**src/hdl/pit_pkg.sv**
```systemverilog
// Package with register offsets, control word fields and timing constants for the timer.
package pit_pkg;
    localparam logic [2:0] ADDR_COUNTER0    = 3'h4;
    localparam logic [2:0] ADDR_COUNTER1    = 3'h5;
    localparam logic [2:0] ADDR_COUNTER2    = 3'h6;
    localparam logic [2:0] ADDR_CONTROL     = 3'h7;
    localparam int         CW_SEL_POS       = 6;
    localparam int         CW_ACC_POS       = 4;
    localparam int         CW_CFG_POS       = 1;
    localparam int         CW_BCD_POS       = 0;
    localparam logic [1:0] ACC_LATCH        = 2'h0;
    localparam logic [1:0] ACC_LOW          = 2'h1;
    localparam logic [1:0] ACC_HIGH         = 2'h2;
    localparam logic [1:0] ACC_PAIR         = 2'h3;
    localparam logic [2:0] CFG_TERMINAL     = 3'h0;
    localparam logic [2:0] CFG_RATE         = 3'h2;
    localparam logic [2:0] CFG_SQUARE       = 3'h3;
    localparam logic [5:0] CW_RESET_FIELDS  = 6'h30;
    localparam logic [7:0] DATA_RESET       = 8'h00;
    localparam int         MCLK_HZ          = 250000000;
    localparam int         INT_CLK_HZ       = 1000000;
    localparam int         INT_CLK_DIV      = MCLK_HZ / INT_CLK_HZ;
    localparam logic [7:0] INT_CLK_DIV_LAST = 8'(INT_CLK_DIV - 1);
endpackage : pit_pkg

```
**src/hdl/pit_tick_div.sv**
```systemverilog
// Divider that makes the one-cycle 1 MHz tick for the internally clocked counter.
`timescale 1ns/1ps
`default_nettype none
module pit_tick_div
    import pit_pkg::*;
(
    // Clock and reset.
    input  wire logic mclk_i,
    input  wire logic srst_i,
    // Tick.
    output logic      tick_o
);
    logic [7:0] div_count;

    always_ff @(posedge mclk_i) begin
        if (srst_i || div_count == INT_CLK_DIV_LAST) begin
            div_count <= 8'h00;
        end else begin
            div_count <= div_count + 8'h01;
        end
    end

    always_ff @(posedge mclk_i) begin
        tick_o <= !srst_i && (div_count == INT_CLK_DIV_LAST);
    end
endmodule // pit_tick_div
`default_nettype wire

```
**src/hdl/pit_counter.sv**
```systemverilog
// One 16-bit down counter with binary or decimal count, gate, and output configurations.
`timescale 1ns/1ps
`default_nettype none
module pit_counter
    import pit_pkg::*;
(
    // Clock and reset.
    input  wire logic        mclk_i,
    input  wire logic        srst_i,
    // Count input and gate.
    input  wire logic        cnt_en_i,
    input  wire logic        gate_i,
    // Control from the register file.
    input  wire logic        mode_set_i,
    input  wire logic [2:0]  cfg_i,
    input  wire logic        bcd_i,
    input  wire logic        load_i,
    input  wire logic [15:0] load_value_i,
    // Status.
    output logic [15:0]      count_o,
    output logic             out_o
);
    logic [15:0] reload;
    logic        armed;
    logic        gate_prev;
    logic        gate_rise;
    logic        step;
    logic [15:0] next_count;
    logic [15:0] dec2;
    logic [15:0] sq_start;

    // Decimal decrement with per-digit borrow; binary is a plain decrement.
    function automatic logic [15:0] dec_one(input logic [15:0] v, input logic bcd);
        logic [15:0] r;
        logic        borrow;
        r = v;
        borrow = 1'b1;
        if (!bcd) begin
            r = v - 16'h0001;
        end else begin
            for (int d = 0; d < 4; d++) begin
                if (borrow) begin
                    if (v[d*4 +: 4] == 4'h0) begin
                        r[d*4 +: 4] = 4'h9;
                    end else begin
                        r[d*4 +: 4] = v[d*4 +: 4] - 4'h1;
                        borrow = 1'b0;
                    end
                end
            end
        end
        return r;
    endfunction

    assign gate_rise = gate_i && !gate_prev;
    assign step      = cnt_en_i && gate_i && armed;
    assign dec2      = dec_one(dec_one(count_o, bcd_i), bcd_i);
    assign sq_start  = {reload[15:1], 1'b0};

    always_comb begin
        next_count = dec_one(count_o, bcd_i);
        if (cfg_i[1:0] == CFG_SQUARE[1:0]) begin
            next_count = dec2;
            if (count_o == 16'h0002 && out_o && reload[0]) begin
                next_count = 16'h0001;
            end else if (count_o == 16'h0002 || count_o == 16'h0001) begin
                next_count = sq_start;
            end
        end else if (cfg_i[1:0] == CFG_RATE[1:0] && count_o == 16'h0001) begin
            next_count = reload;
        end
    end

    always_ff @(posedge mclk_i) begin
        gate_prev <= srst_i ? 1'b1 : gate_i;
    end

    always_ff @(posedge mclk_i) begin
        if (srst_i) begin
            reload  <= 16'h0000;
            armed   <= 1'b0;
            count_o <= 16'h0000;
        end else if (mode_set_i) begin
            armed <= 1'b0;
        end else if (load_i) begin
            reload  <= load_value_i;
            count_o <= (cfg_i[1:0] == CFG_SQUARE[1:0]) ? {load_value_i[15:1], 1'b0} : load_value_i;
            armed   <= 1'b1;
        end else if (cfg_i[1] && gate_rise && armed) begin
            count_o <= (cfg_i[1:0] == CFG_SQUARE[1:0]) ? sq_start : reload;
        end else if (step) begin
            count_o <= next_count;
        end
    end

    always_ff @(posedge mclk_i) begin
        if (srst_i) begin
            out_o <= 1'b1;
        end else if (mode_set_i) begin
            out_o <= (cfg_i == CFG_TERMINAL) ? 1'b0 : 1'b1;
        end else if (load_i) begin
            out_o <= (cfg_i == CFG_TERMINAL) ? 1'b0 : 1'b1;
        end else if (cfg_i[1] && !gate_i) begin
            out_o <= 1'b1;
        end else if (step) begin
            if (cfg_i == CFG_TERMINAL && count_o == 16'h0001) begin
                out_o <= 1'b1;
            end else if (cfg_i[1:0] == CFG_RATE[1:0]) begin
                out_o <= (count_o != 16'h0002);
            end else if (cfg_i[1:0] == CFG_SQUARE[1:0]) begin
                // Odd divisors: the high half takes one extra count at one.
                if (count_o == 16'h0001 || (count_o == 16'h0002 && !(out_o && reload[0]))) begin
                    out_o <= !out_o;
                end
            end
        end
    end
endmodule // pit_counter
`default_nettype wire

```
**src/hdl/pit_top.sv**
```systemverilog
// Three-channel interval timer with a byte-wide data port and control word.
`timescale 1ns/1ps
`default_nettype none
module pit_top
    import pit_pkg::*;
(
    // Clock and reset.
    input  wire logic       mclk_i,
    input  wire logic       srst_i,
    // Byte-wide register port.
    input  wire logic [2:0] addr_i,
    input  wire logic       wr_i,
    input  wire logic       rd_i,
    input  wire logic [7:0] wdata_i,
    output logic [7:0]      rdata_o,
    // Counter clocks, gates and outputs.
    input  wire logic [1:0] ext_clk_i,
    input  wire logic [2:0] gate_i,
    output logic [2:0]      timer_out_o
);
    logic [1:0]  acc_mode  [3];
    logic [2:0]  cfg       [3];
    logic        bcd_mode  [3];
    logic        toggle    [3];
    logic        latched   [3];
    logic        rd_toggle [3];
    logic [15:0] hold      [3];
    logic [7:0]  low_buf   [3];
    logic [15:0] live      [3];
    logic [2:0]  cnt_out;
    logic [2:0]  cnt_en;
    logic [1:0]  ext_prev;
    logic        tick_1mhz;
    logic        cw_wr;
    logic [1:0]  cw_sel;
    logic [1:0]  cw_acc;
    logic [1:0]  data_ch;
    logic        data_hit;
    logic [2:0]  hi_rd_sel;
    logic [7:0]  rd_byte   [3];

    assign cw_wr  = wr_i && addr_i == ADDR_CONTROL;
    assign cw_sel = wdata_i[CW_SEL_POS +: 2];
    assign cw_acc = wdata_i[CW_ACC_POS +: 2];

    // Data location decode.
    always_comb begin
        data_hit = 1'b1;
        data_ch  = 2'h0;
        if (addr_i == ADDR_COUNTER0) begin
            data_ch = 2'h0;
        end else if (addr_i == ADDR_COUNTER1) begin
            data_ch = 2'h1;
        end else if (addr_i == ADDR_COUNTER2) begin
            data_ch = 2'h2;
        end else begin
            data_hit = 1'b0;
        end
    end

    pit_tick_div u_tick (
        .mclk_i (mclk_i),
        .srst_i (srst_i),
        .tick_o (tick_1mhz)
    );

    always_ff @(posedge mclk_i) begin
        ext_prev <= srst_i ? 2'h0 : ext_clk_i;
    end

    assign cnt_en[0] = ext_clk_i[0] && !ext_prev[0];
    assign cnt_en[1] = ext_clk_i[1] && !ext_prev[1];
    assign cnt_en[2] = tick_1mhz;

    generate
        for (genvar c = 0; c < 3; c++) begin : g_ch
            logic        sel_cw;
            logic        data_acc;
            logic        load_now;
            logic [15:0] load_val;
            logic [15:0] src;
            logic        hi_phase;
            logic        mode_set;
            logic [2:0]  cfg_now;

            assign sel_cw   = cw_wr && cw_sel == 2'(c);
            assign data_acc = data_hit && data_ch == 2'(c);
            assign hi_phase = (acc_mode[c] == ACC_HIGH) ||
                              (acc_mode[c] == ACC_PAIR && toggle[c]);
            assign load_now = wr_i && data_acc &&
                              (acc_mode[c] != ACC_PAIR || toggle[c]);
            assign load_val = (acc_mode[c] == ACC_LOW)  ? {8'h00, wdata_i} :
                              (acc_mode[c] == ACC_HIGH) ? {wdata_i, 8'h00} :
                              {wdata_i, low_buf[c]};
            assign src      = latched[c] ? hold[c] : live[c];
            assign mode_set = sel_cw && cw_acc != ACC_LATCH;
            assign cfg_now  = mode_set ? wdata_i[CW_CFG_POS +: 3] : cfg[c];

            // Control word fields; a latch command leaves mode untouched.
            always_ff @(posedge mclk_i) begin
                if (srst_i) begin
                    acc_mode[c] <= CW_RESET_FIELDS[5:4];
                    cfg[c]      <= CW_RESET_FIELDS[3:1];
                    bcd_mode[c] <= CW_RESET_FIELDS[0];
                end else if (sel_cw && cw_acc != ACC_LATCH) begin
                    acc_mode[c] <= cw_acc;
                    cfg[c]      <= wdata_i[CW_CFG_POS +: 3];
                    bcd_mode[c] <= wdata_i[CW_BCD_POS];
                end
            end

            // Write byte sequencing.
            always_ff @(posedge mclk_i) begin
                if (srst_i) begin
                    toggle[c]  <= 1'b0;
                    low_buf[c] <= DATA_RESET;
                end else if (sel_cw && cw_acc != ACC_LATCH) begin
                    toggle[c] <= 1'b0;
                end else if (wr_i && data_acc && acc_mode[c] == ACC_PAIR) begin
                    toggle[c] <= !toggle[c];
                    if (!toggle[c]) begin
                        low_buf[c] <= wdata_i;
                    end
                end
            end

            // Read byte sequencing and latch hold.
            always_ff @(posedge mclk_i) begin
                if (srst_i) begin
                    latched[c]   <= 1'b0;
                    rd_toggle[c] <= 1'b0;
                    hold[c]      <= 16'h0000;
                end else if (sel_cw && cw_acc == ACC_LATCH) begin
                    if (!latched[c]) begin
                        latched[c] <= 1'b1;
                        hold[c]    <= live[c];
                    end
                end else if (sel_cw) begin
                    rd_toggle[c] <= 1'b0;
                    latched[c]   <= 1'b0;
                end else if (rd_i && data_acc) begin
                    if (acc_mode[c] == ACC_PAIR) begin
                        rd_toggle[c] <= !rd_toggle[c];
                        if (rd_toggle[c]) begin
                            latched[c] <= 1'b0;
                        end
                    end else begin
                        latched[c] <= 1'b0;
                    end
                end
            end

            pit_counter u_cnt (
                .mclk_i       (mclk_i),
                .srst_i       (srst_i),
                .cnt_en_i     (cnt_en[c]),
                .gate_i       (gate_i[c]),
                .mode_set_i   (mode_set),
                .cfg_i        (cfg_now),
                .bcd_i        (bcd_mode[c]),
                .load_i       (load_now),
                .load_value_i (load_val),
                .count_o      (live[c]),
                .out_o        (cnt_out[c])
            );

            always_ff @(posedge mclk_i) begin
                timer_out_o[c] <= srst_i ? 1'b1 : cnt_out[c];
            end

            always_comb begin
                if (acc_mode[c] == ACC_PAIR) begin
                    hi_rd_sel[c] = rd_toggle[c];
                end else begin
                    hi_rd_sel[c] = hi_phase;
                end
                rd_byte[c] = hi_rd_sel[c] ? src[15:8] : src[7:0];
            end
        end
    endgenerate

    // Read data registered; control and unmapped locations read as zero.
    always_ff @(posedge mclk_i) begin
        if (srst_i) begin
            rdata_o <= DATA_RESET;
        end else if (rd_i && data_hit) begin
            rdata_o <= rd_byte[data_ch];
        end else if (rd_i) begin
            rdata_o <= DATA_RESET;
        end
    end
endmodule // pit_top
`default_nettype wire

```
**config.mk**
```make
export PLATFORM = sky130hd
export DESIGN_NAME = pit_top
export DESIGN_NICKNAME = d
export VERILOG_FILES = /design/src/hdl/pit_pkg.sv /design/src/hdl/pit_tick_div.sv /design/src/hdl/pit_counter.sv /design/src/hdl/pit_top.sv
export SDC_FILE = /design/constraint.sdc
export NUM_CORES = 1
export LEC_CHECK = 0
export BUFFER_PORTS_ARGS = -buffer_cell sky130_fd_sc_hd__buf_2
export CAP_MARGIN = 20
export CORE_ASPECT_RATIO = 1.2
export CORE_MARGIN = 2
export CORE_UTILIZATION = 60
export CTS_BUF_LIST = sky130_fd_sc_hd__clkbuf_4
export DETAILED_ROUTE_END_ITERATION = 7
export HOLD_SLACK_MARGIN = 0.08
export PLACE_DENSITY = 0.8
export SLEW_MARGIN = 25
export SYNTH_ARGS = -nofsm -noshare
export SYNTH_HDL_FRONTEND = slang
export SYNTH_HIERARCHICAL = 1
export SYNTH_SLANG_ARGS = --single-unit
```
**constraint.sdc**
```tcl
create_clock -name mclk_i -period 3.5 [get_ports mclk_i]
set_input_delay 0.175 -clock mclk_i [delete_from_list [all_inputs] [get_ports mclk_i]]
set_output_delay 0.175 -clock mclk_i [all_outputs]
set_load 0.03 [all_outputs]
```
### Yosys cells after proc, flatten, opt, wreduce, memory -nomap -nowiden

Memories as Yosys holds them, arrays and structs flattened.
Index checks and enable logic that the tools add are counted.

| cells by class | value |
|---|---|
| add/subtract/negate cells | 31 |
| order comparisons | 1 |
| equal/unequal tests | 36 |
| mux-type cells | 337 |
| bitwise operators | 43 |
| reductions and logical operators | 158 |

Operators by type and width:

| kind | number |
|---|---|
| $mux W16 | 36 |
| $mux W1 | 233 |
| $mux W4 | 42 |
| $mux W8 | 13 |
| $logic_not A4 Y1 | 24 |
| $sub A16 B1 Y16 const B | 6 |
| $sub A4 B1 Y4 const B | 24 |
| $logic_and A1 B1 Y1 | 68 |
| $eq A16 B1 Y1 const B | 3 |
| $eq A16 B2 Y1 const B | 3 |
| $ne A16 B2 Y1 const B | 3 |
| $or A1 B1 Y1 | 39 |
| $reduce_bool A6 Y1 | 6 |
| $eq A2 B2 Y1 const B | 14 |
| $logic_not A1 Y1 | 21 |
| $mux W3 | 6 |
| $bmux W8 S2 | 1 |
| $logic_or A1 B1 Y1 | 13 |
| $eq A3 B3 Y1 const B | 4 |
| $mux W2 | 6 |
| $reduce_and A2 Y1 | 6 |
| $reduce_bool A4 Y1 | 3 |
| $eq A2 B1 Y1 const B | 5 |
| $logic_not A3 Y1 | 3 |
| other kinds (11) | 24 |

| storage, ports and cells | value |
|---|---|
| register bits | 127 |
| memory bits (writable) | 99 |
| input port bits | 20 |
| output and inout bits | 11 |
| word-level logic and storage cells | 636 |
| memories | 8 |

Memory list:

| memory | depth | bits a word | rd ports | clocked after memory_dff | write ports | RTL line | text |
|---|---|---|---|---|---|---|---|
| hold | 3 | 16 | 3 | 0 | 3 | pit_top.sv:27 | `logic [15:0] hold [3];` |
| low_buf | 3 | 8 | 3 | 0 | 3 | pit_top.sv:28 | `logic [7:0] low_buf [3];` |
| cfg | 3 | 3 | 3 | 0 | 3 | pit_top.sv:22 | `logic [2:0] cfg [3];` |
| acc_mode | 3 | 2 | 3 | 0 | 3 | pit_top.sv:21 | `logic [1:0] acc_mode [3];` |
| bcd_mode | 3 | 1 | 3 | 0 | 3 | pit_top.sv:23 | `logic bcd_mode [3];` |
| latched | 3 | 1 | 3 | 0 | 3 | pit_top.sv:25 | `logic latched [3];` |
| +2 memories | n/a | n/a | n/a | n/a | n/a | n/a |  |

### Logic depth before layout (Yosys ltp)

Gate-level depths: netlist (run 1).

| depth | value |
|---|---|
| word-level depth | 24 |
| depth in mapped cells | 14 |
| gate-level depth less buffers | 13 |

### Modules after synthesis

Netlist (run 1), hierarchy kept.

By module, submodules not included:

| module | instances | cells an instance | area each (um^2) | seq. area each (um^2) |
|---|---|---|---|---|
| pit_counter at g_ch[0].u_cnt ... | 2 | 490 | 3423.3 | 700.7 |
| pit_top | 1 | 499 | 6053.3 | 3233.1 |
| pit_counter at g_ch[2].u_cnt | 1 | 497 | 3468.3 | 700.7 |
| pit_tick_div | 1 | 43 | 406.6 | 180.2 |

### Worst setup path after synthesis (run 1)

Ideal clock, no wire load.

| path | value |
|---|---|
| path kind | reg-to-reg |
| start point | reg g_ch[0].u_cnt.count_o[0] |
| end point | reg g_ch[0].u_cnt.count_o[14] |
| setup time | 134 ps |
| arrival time | 3228 ps |
| required time | 3366 ps |
| path slack | 138 ps |
| stages on the path, launching flop included | 13 |
| path buffers | 2 |
| clock period less this slack | 3362 ps |
| cell sequence | dfxtp_1 clkbuf_1 inv_1 ha_1 clkbuf_1 or2_0 o31ai_1 nand2_1 or4_1 or3_4 mux2_4 a211oi_2 o22ai_1 |

| between the ends | value |
|---|---|
| cells in the longest elaborated chain, start to end | 19 |
| elaborated cells on any way between the ends | 44 |
| those cells by class | add/sub (4); eq/ne (2); mux (29); reduce/logical (9) |

Ends and longest elaborated chain:

| item | RTL line | text |
|---|---|---|
| start, declared | pit_counter.sv:20 | `output logic [15:0] count_o,` |
| start signal, assigned | pit_counter.sv:87 | `count_o <= (cfg_i[1:0] == CFG_SQUARE[1:0]) ? {load_value_i[15:1], 1'b0} : load_value_i;` |
| start signal, assigned | pit_counter.sv:90 | `count_o <= (cfg_i[1:0] == CFG_SQUARE[1:0]) ? sq_start : reload;` |
| start signal, assigned | pit_counter.sv:92 | `count_o <= next_count;` |
| branches (longest 15 deep; another with $sub A16 B1 Y16) | n/a |  |
| $mux W16 (*) | pit_counter.sv:62 | `if (cfg_i[1:0] == CFG_SQUARE[1:0]) begin` |
| $mux W16 (*) | pit_counter.sv:91 | `end else if (step) begin` |
| $mux W16 (*) | pit_counter.sv:89 | `end else if (cfg_i[1] && gate_rise && armed) begin` |
| $mux W16 (*) | pit_counter.sv:85 | `end else if (load_i) begin` |

Mark *: on every way between the ends. The select of a mux whose other input is x is not followed.
A chain may end at the register's enable or synchronous reset.

### Worst setup path after layout (run 1)

| path | value |
|---|---|
| start point | reg g_ch[1].u_cnt.count_o[4] |
| end point | reg g_ch[1].u_cnt.count_o[14] |

| between the ends | value |
|---|---|
| cells in the longest elaborated chain, start to end | 18 |
| elaborated cells on any way between the ends | 40 |
| those cells by class | add/sub (4); eq/ne (2); mux (26); reduce/logical (8) |

Ends and longest elaborated chain:

| item | RTL line |
|---|---|
| start, declared | pit_counter.sv:20 |
| start signal, assigned | pit_counter.sv:87 |
| start signal, assigned | pit_counter.sv:90 |
| start signal, assigned | pit_counter.sv:92 |
| branches (longest 14 deep; another with $sub A16 B1 Y16) | n/a |
| $mux W16 (*) | pit_counter.sv:62 |
| $mux W16 (*) | pit_counter.sv:91 |
| $mux W16 (*) | pit_counter.sv:89 |
| $mux W16 (*) | pit_counter.sv:85 |

Marked as above.

==> results by group, run 1 <==
Outcome
  – Status: finished clean

Global routing
  – Initial antenna violation count: 2
  – Total GRT Usage: 0.388
  – First-pass GRT wire length: 89.4 mm
  – GRT overflow: 0
  – Vias in the first global route: 16.2k
  – Largest net degree at the start of global routing: 73

Pwr
  – Pwr/cell area: 395 nW/µm²
  – Worst vdd ir: 254 µV
  – Leak: 6.94 nW

Clock tree
  – CTS Buf Count: 58
  – Clock buffer depth: 3
  – H-tree depth: 2
  – Clock transition at path regs: 0.07 ns
  – CTS tree: yes
  – Clock Latency Late Sink: 0.73 ns
  – Root Buffer: clkbuf_4
  – Clk sinks: 226

Routing
  – DR iter-0 viols: 2203
  – Routed Antenna Nets: 0
  – Top Layer Used: met4
  – Routed met3 length: 5.54 mm
  – Wl on met1: 21.9 mm
  – Vias: 17.1k
  – Via/cell ratio: 6.71
  – DRC viols: 0
  – DRT Pass-1 Iters: 6
  – Met2 WL post-DR: 26.1 mm
  – DR WL/cell: 22.5 µm
  – Routed WL: 57.2 mm

STA
  – Layout Skew: 0.0510 ns
  – Final Worst Setup Slack: 0.148 ns
  – Final setup violation count: 0
  – Slew of the pin with the lowest slew margin: 0.974 ns
  – Min Tclk post-route: 3.35 ns
  – Setup tns final: 0 ns
  – Hold Violations, Final: 0
  – Tcrit/Tclk final: 0.958
  – Peak Freq: 0.298 GHz
  – Hold_ws: 0.198 ns
  – RSZ-0062 raised after global routing: false
  – Slew Limit Fails: 0
  – Relative max-transition margin: 0.351

Worst setup path
  – Worst EP arrival: 3.99 ns
  – Critical Path Sink Type: flop
  – CP Class: reg2reg
  – CP Launch Point: g_ch[1].u_cnt/count_o[4]
  – Worst Setup EP: g_ch[1].u_cnt/count_o[14]
  – R2R cell count: 8
  – CP startpoint kind: flop
  – CP Max Fanout: 11
  – WP data required: 4.14 ns
  – R2r endpoint: g_ch[1].u_cnt/count_o[14]
  – FF-to-FF setup slack: 0.15 ns
  – Reg-to-Reg Start: g_ch[1].u_cnt/count_o[4]

Die
  – IO Pins: 31
  – Initial Util: 0.605
  – Area of the die: 29300 µm²
  – # rows: 67
  – Die Wd: 157 µm
  – Die H: 187 µm
  – Core Box Area: 27700 µm²

Place
  – PortBufs: 30
  – Final HPWL DP: 41.5 mm
  – Setup Slack @ Placement: 0.226 ns
  – Placer Congestion: 1.05

Yosys
  – Main flop type after synthesis: dfxtp_1
  – Mean Syn Cell Area: 8.31 µm²
  – Mapped Cells: 2019
  – Post-Syn Area: 16800 µm²
  – Asr flop ratio synth: 0
  – Count of cell types in the netlist: 103
  – Register bit total from synthesis: 226
  – Syn Nets: 2056
  – Post-synthesis sequential area ratio: 0.329
  – EDFF count, synth: 99
  – Warnings from Yosys: 6

Run
  – Max-cap violation count: 0

Final layout
  – Share of cells above drive strength 1: 0.184
  – Final core occ: 0.674
  – Area delta synth->final: 11.6%
  – Nets: 2151

Worst hold path
  – Worst min path class: in2reg
final cells by class:
type | count | area (µm²)
clock inverter | 21 | 115
fill | 2290 | 9030
timing repair buffer | 177 | 1320
multi-input combinational | 1618 | 10500
sequential | 226 | 5520
tap | 379 | 474
inverter | 33 | 124
clock buffer | 88 | 661
antenna | 1 | 2.50
cell families (layout without fill, tap and decap cells):
logic type | after synthesis | count (layout) | share of synthesized area
and+or+nand+nor | 904 | 904 | 0.295
AOI/OAI and AO/OA | 552 | 552 | 0.219
DFF | 226 | 226 | 0.329
buffers and inverters | 175 | 319 | 0.0457
muxes | 100 | 100 | 0.0752
xor gates and xnor gates | 45 | 45 | 0.0235
adders and majority gates | 17 | 17 | 0.0127
other | 0 | 1 | 0
through the flow:
| step | instance area, µm² | instances | total power [mW] |
|---|---|---|---|
| after floorplan | 16800 | 2019 | 4.28 |
| after global placement | 17700 | 2413 | 4.89 |
| after detailed placement | 17700 | 2413 | 4.92 |
| after CTS | 18700 | 2542 | 7.32 |
| after global routing | 18700 | 2543 | 7.70 |
| final | 18700 | 2543 | 7.39 |
synthesized netlist by cell type, types with 11 or more instances:
master / count / area (µm²)
nand2_1: 254 / 953
a21oi_1: 142 / 711
dfxtp_1: 127 / 2540
nor2_1: 127 / 477
o21ai_0: 119 / 596
and2_1: 108 / 676
edfxtp_1: 99 / 2970
clkbuf_1: 95 / 357
nor3_1: 57 / 285
mux2i_1: 54 / 541
nand3_1: 50 / 250
nand2b_1: 45 / 282
o211ai_1: 35 / 263
a211oi_1: 33 / 248
inv_1: 31 / 116
nor4_1: 31 / 194
nand4_1: 30 / 188
nor2b_1: 30 / 188
o31ai_1: 30 / 225
xnor2_1: 30 / 263
mux2_2: 26 / 293
buf_2: 23 / 115
o22ai_1: 22 / 138
or3_1: 22 / 138
or2_2: 20 / 125
and2_2: 17 / 128
ha_1: 17 / 213
mux4_2: 17 / 383
nand3b_1: 15 / 113
or4_1: 15 / 113
xor2_1: 15 / 131
a311oi_1: 14 / 123
a31oi_1: 14 / 87.6
a21o_1: 11 / 82.6
nor3b_1: 11 / 82.6
critical path, stage by stage, from the launching register on:
cell and delay, ns:
dfxtp_1 0.47, or4_4 0.59, a211oi_1 0.39, xor2_1 0.27, or4b_4 0.63, or4_1 0.53, o22ai_2 0.15, a211oi_2 0.08
o22ai_1 0.15
state kept, by name, indices dropped and copies added, names as in the netlist, 6 cells and up:
register / flops
rdata_o: 8
g_ch.u_cnt/reload: 48
u_tick/div_count: 8
low_buf: 24
acc_mode: 6
g_ch.u_cnt/count_o: 48
cfg: 9
hold: 48
cells in the final DEF (no fill, tap or decap), drive strengths merged, types with 67 or more instances in the layout:
master	count
a21oi	143
nand2	254
edfxtp	99
nor3	67
dfxtp	127
buf	157
o21ai	123
and2	125
nor2	128
clkbuf	88
power by group:
part / total, mW / internal, mW / leakage, nW / switching (mW)
Sequential: 2.95 / 2.84 / 2.04 / 0.108
Clock: 2.41 / 1.23 / 0.472 / 1.18
Combinational: 2.03 / 0.780 / 4.42 / 1.25
worst min path at each step:
stage | from | endpoint | cells past startpoint
floorplan | srst_i | u_tick/div_count[6] | 1
global placement | ext_clk_i[1] | ext_prev[1] | 2
detailed placement | ext_clk_i[1] | ext_prev[1] | 2
CTS | ext_clk_i[1] | ext_prev[1] | 3
global route | ext_clk_i[0] | ext_prev[0] | 3
finish | ext_clk_i[1] | ext_prev[1] | 3
metal layers:
layer,up-vias,global-route usage
met3,235,0.0686
li1,7714,-
met1,8106,0.504
met5,-,0
met4,0,0.215
met2,1014,0.613
what timing repair did:
item / 4_1_cts / 5_1_grt
buffers inserted: 0 / 0
setup endpoints to repair: 0 / 2
hold buffers: 20 / 0
gates resized for setup: 0 / 1
hold endpoints to repair: 98 / 0
Power figures use the tool's default switching activity.
==> inputs of run 2 (changes only) <==
ABC_AREA = 1   (was unset)
CORE_UTILIZATION = 50   (was 60)
PLACE_DENSITY = 0.68   (was 0.8)
==> results by group, run 2 <==
Final layout
  – Final core occ: 0.569 (-0.105)
  – Multi-input logic area: 10100 µm² (-3.8%)
  – Top flop regs: g_ch.u_cnt/count_o: 48 flops, g_ch.u_cnt/reload: 48 flops, hold: 48 flops
  – Final instance area: 19500 µm² (+4.0%)
  – Commonest non-fill, non-tap cell in the layout: nand2_1
  – Final Non-Filler Cells: 3376 (+33%)
  – Share of cells above drive strength 1: 0.140 (-0.0440)
  – FILL cells: 3484 (+52%)
  – Commonest cells after routing, fill and taps aside: 743 x nand2_1, 338 x inv_1, 319 x nor2_1, 231 x nand3_1, 219 x o21ai_0
  – Area delta synth->final: 11.6% (about the same)
  – Nets: 2902 (+35%)
  – Reg area: 5520 µm² (unchanged)

Routing
  – Routed met3 length: 3.51 mm (-37%)
  – Met2 WL post-DR: 29.0 mm (+11%)
  – Routed WL: 58.7 mm (+2.6%)
  – Routed Antenna Nets: 0 (unchanged)
  – Via/cell ratio: 5.56 (-17%)
  – Top Layer Used: met4
  – DR iter-0 viols: 1696 (-23%)
  – Vias: 18.8k (+10%)
  – Wl on met1: 23.3 mm (+6.3%)
  – DR WL/cell: 17.4 µm (-23%)
  – DRT Pass-1 Iters: 8 (+2)
  – DRC viols: 0 (unchanged)

Place
  – Placer Congestion: 0.970 (-7.3%)
  – Final HPWL DP: 43.8 mm (+5.6%)
  – Area after DPL: 18300 µm² (+3.3%)
  – PortBufs: 30 (unchanged)
  – Setup Slack @ Placement: 0.333 ns (+0.107 ns)
  – Dpl cells: 3228 (+34%)

Pwr
  – Switching share of power: 0.360 (+0.0160)
  – Pwr/cell area: 386 nW/µm² (-2.1%)
  – Worst vdd ir: 218 µV (-14%)
  – Power, Total: 7.52 mW (+1.8%)
  – Sequential share of power: 0.390 (-0.009)
  – Clock share of power: 0.335 (+0.009)
  – Combinational power share: 0.275 (about the same)
  – Leak: 8.66 nW (+25%)
  – Internal power: 4.81 mW (-0.69%)
  – P_sw: 2.70 mW (+6.5%)

Die
  – # rows: 74 (+10%)
  – Area of the die: 36400 µm² (+24%)
  – IO Pins: 31 (unchanged)
  – Core Box Area: 34200 µm² (+23%)
  – Initial Util: 0.510 (-0.0944)
  – Die H: 209 µm (+11%)
  – Die Wd: 174 µm (+11%)

Yosys
  – Asr flop ratio synth: 0 (unchanged)
  – Main flop type after synthesis: dfxtp_1
  – Count of cell types in the netlist: 49 (-52%)
  – Warnings from Yosys: 6 (unchanged)
  – EDFF count, synth: 99 (unchanged)
  – Syn Nets: 2798 (+36%)
  – Synth top area cells: edfxtp_1 17%, nand2_1 16%, dfxtp_1 15%
  – Mean Syn Cell Area: 6.31 µm² (-24%)
  – Area leader, netlist: edfxtp_1
  – Mapped Cells: 2761 (+37%)
  – Post-synthesis sequential area ratio: 0.316 (-0.0123)
  – Post-Syn Area: 17400 µm² (+3.9%)
  – Synth top cells by count: 745 x nand2_1, 340 x inv_1, 322 x nor2_1, 231 x nand3_1, 222 x o21ai_0
  – Register bit total from synthesis: 226 (unchanged)
  – Synth top area share: 0.171 (-0.00664)
  – Count leader, synth: nand2_1

Clock tree
  – Clock Latency Late Sink: 0.76 ns (+0.03 ns)
  – Clk sinks: 226 (unchanged)
  – CTS Buf Count: 61 (+5.2%)
  – CTS tree: yes
  – Clock transition at path regs: 0.08 ns (about the same)
  – Clock buffer depth: 3 (unchanged)
  – Root Buffer: clkbuf_4
  – H-tree depth: 2 (unchanged)

Global routing
  – GRT overflow: 0 (unchanged)
  – Vias in the first global route: 17.7k (+9.6%)
  – Largest net degree at the start of global routing: 45 (-38%)
  – First-pass GRT wire length: 92.6 mm (+3.6%)
  – Total GRT Usage: 0.316 (-0.0724)
  – Initial antenna violation count: 3 (+1)

STA
  – Hold_ws: 0.160 ns (-0.0378 ns)
  – Final setup violation count: 0 (unchanged)
  – Setup tns final: 0 ns (unchanged)
  – Tcrit/Tclk final: 0.937 (-0.0205)
  – Min Tclk post-route: 3.28 ns (-0.0716 ns)
  – Peak Freq: 0.305 GHz (+2.2%)
  – Slew Limit Fails: 0 (unchanged)
  – Relative max-transition margin: 0.495 (+0.144)
  – Final Worst Setup Slack: 0.219 ns (+0.0716 ns)
  – Layout Skew: 0.0461 ns (-0.00481 ns)
  – Slew of the pin with the lowest slew margin: 0.757 ns (-0.217 ns)
  – Hold Violations, Final: 0 (unchanged)
  – RSZ-0062 raised after global routing: false

Worst setup path
  – Slowest stage delay, CP: 0.56 ns (-0.07 ns)
  – CP Depth: 17 (+9)
  – Worst EP arrival: 3.96 ns (-0.03 ns)
  – CP Max Fanout: 10 (-1)
  – CP Cell Sequence: dlygate4sd3_1, buf_2, nand2_1, dlygate4sd3_1, inv_2, nand3_4, nor3_4, nand2_2, o21ai_0, nand2_1, clkinv_1, nand2_1, nor2_1, nand2_1, a21oi_1, o221ai_1, a21oi_1
  – CP startpoint kind: primary input
  – Worst path most repeated cell: nand2_1
  – WP data required: 4.18 ns (+0.04 ns)
  – Critical Path Sink Type: flop
  – Crit-path slowest cell: dlygate4sd3_1
  – R2R cell count: 21 (+13)
  – CP delay by family, top: simple AND/OR/NAND/NOR gates
  – CP Class: in2reg
  – Buf/Inv on CP: 5 (+5)

Worst hold path
  – Worst min path class: in2reg
  – Hold path cells: 5 (+2)

Run
  – Max-cap violation count: 0 (unchanged)

Outcome
  – Status: finished clean
==> run 2: cell types whose count changed after synthesis, sizes merged, moves of 59 or more <==
cell	delta
nand2	+525
inv	+346
nor2	+262
nand3	+200
o21ai	+131
and2	-125
a21oi	+59
==> run 2: power groups by stage <==
stage | Sequential, mW | Clock [mW] | Combinational [mW]
final | 2.93 | 2.52 | 2.07
after CTS | 2.93 | 2.57 | 2.04
after detailed placement | 2.99 | 0 | 2.01
after global routing | 2.94 | 2.72 | 2.31
after floorplan | 2.96 | 0 | 1.49
after global placement | 2.98 | 0 | 1.99
==> run 2: tightest hold or removal path, stage by stage <==
cell and delay (ns):
buf_2 0.13, nand3_4 0.15, nor3_4 0.07, nand3_1 0.09, nand4_1 0.09
==> run 2: worst paths after layout <==
check / startpoint / endpoint / slack [ns]
worst min register to register: rdata_o[5] / rdata_o[5] / 0.46
worst max register to register: g_ch[2].u_cnt/count_o[1] / g_ch[2].u_cnt/count_o[15] / 0.36
worst min-delay path: wr_i / latched[0] / 0.16
worst max-delay path: addr_i[0] / g_ch[1].u_cnt/count_o[3] / 0.22
==> run 2: kinds of logic (layout without fill, tap and decap cells) <==
group / Yosys count / in the layout / share of synthesized area
other cells: 0 / 3 / 0
xor+xnor: 14 / 14 / 0.0103
fa+ha+maj: 17 / 17 / 0.0122
flops: 226 / 226 / 0.316
buf+inv: 476 / 632 / 0.105
compound gates: 523 / 523 / 0.161
simple gates: 1505 / 1505 / 0.395
==> run 2: per-layer routing <==
layer,global-route usage,up-vias
li1,-,9239
met1,0.375,8675
met2,0.562,695
met3,0.0382,162
met4,0.156,0
met5,0,-
==> run 2: cell type report <==
| type | count | share of cell area |
|---|---|---|
| sequential | 226 | 0.283 |
| inverter | 386 | 0.0751 |
| timing repair buffer | 129 | 0.0493 |
| timing repair inverter | 2 | 0.000643 |
| clock buffer | 96 | 0.0370 |
| tap | 456 | 0.0293 |
| antenna | 3 | 0.000386 |
| multi-input combinational | 2059 | 0.519 |
| clock inverter | 19 | 0.00527 |
==> run 2: what timing repair did <==
item / CTS / global route
endpoints found under the hold margin: 124 / 0
hold buffers: 26 / 0
endpoints found under the setup margin: 0 / 31
setup buffers: 0 / 2
resized for setup: 0 / 16
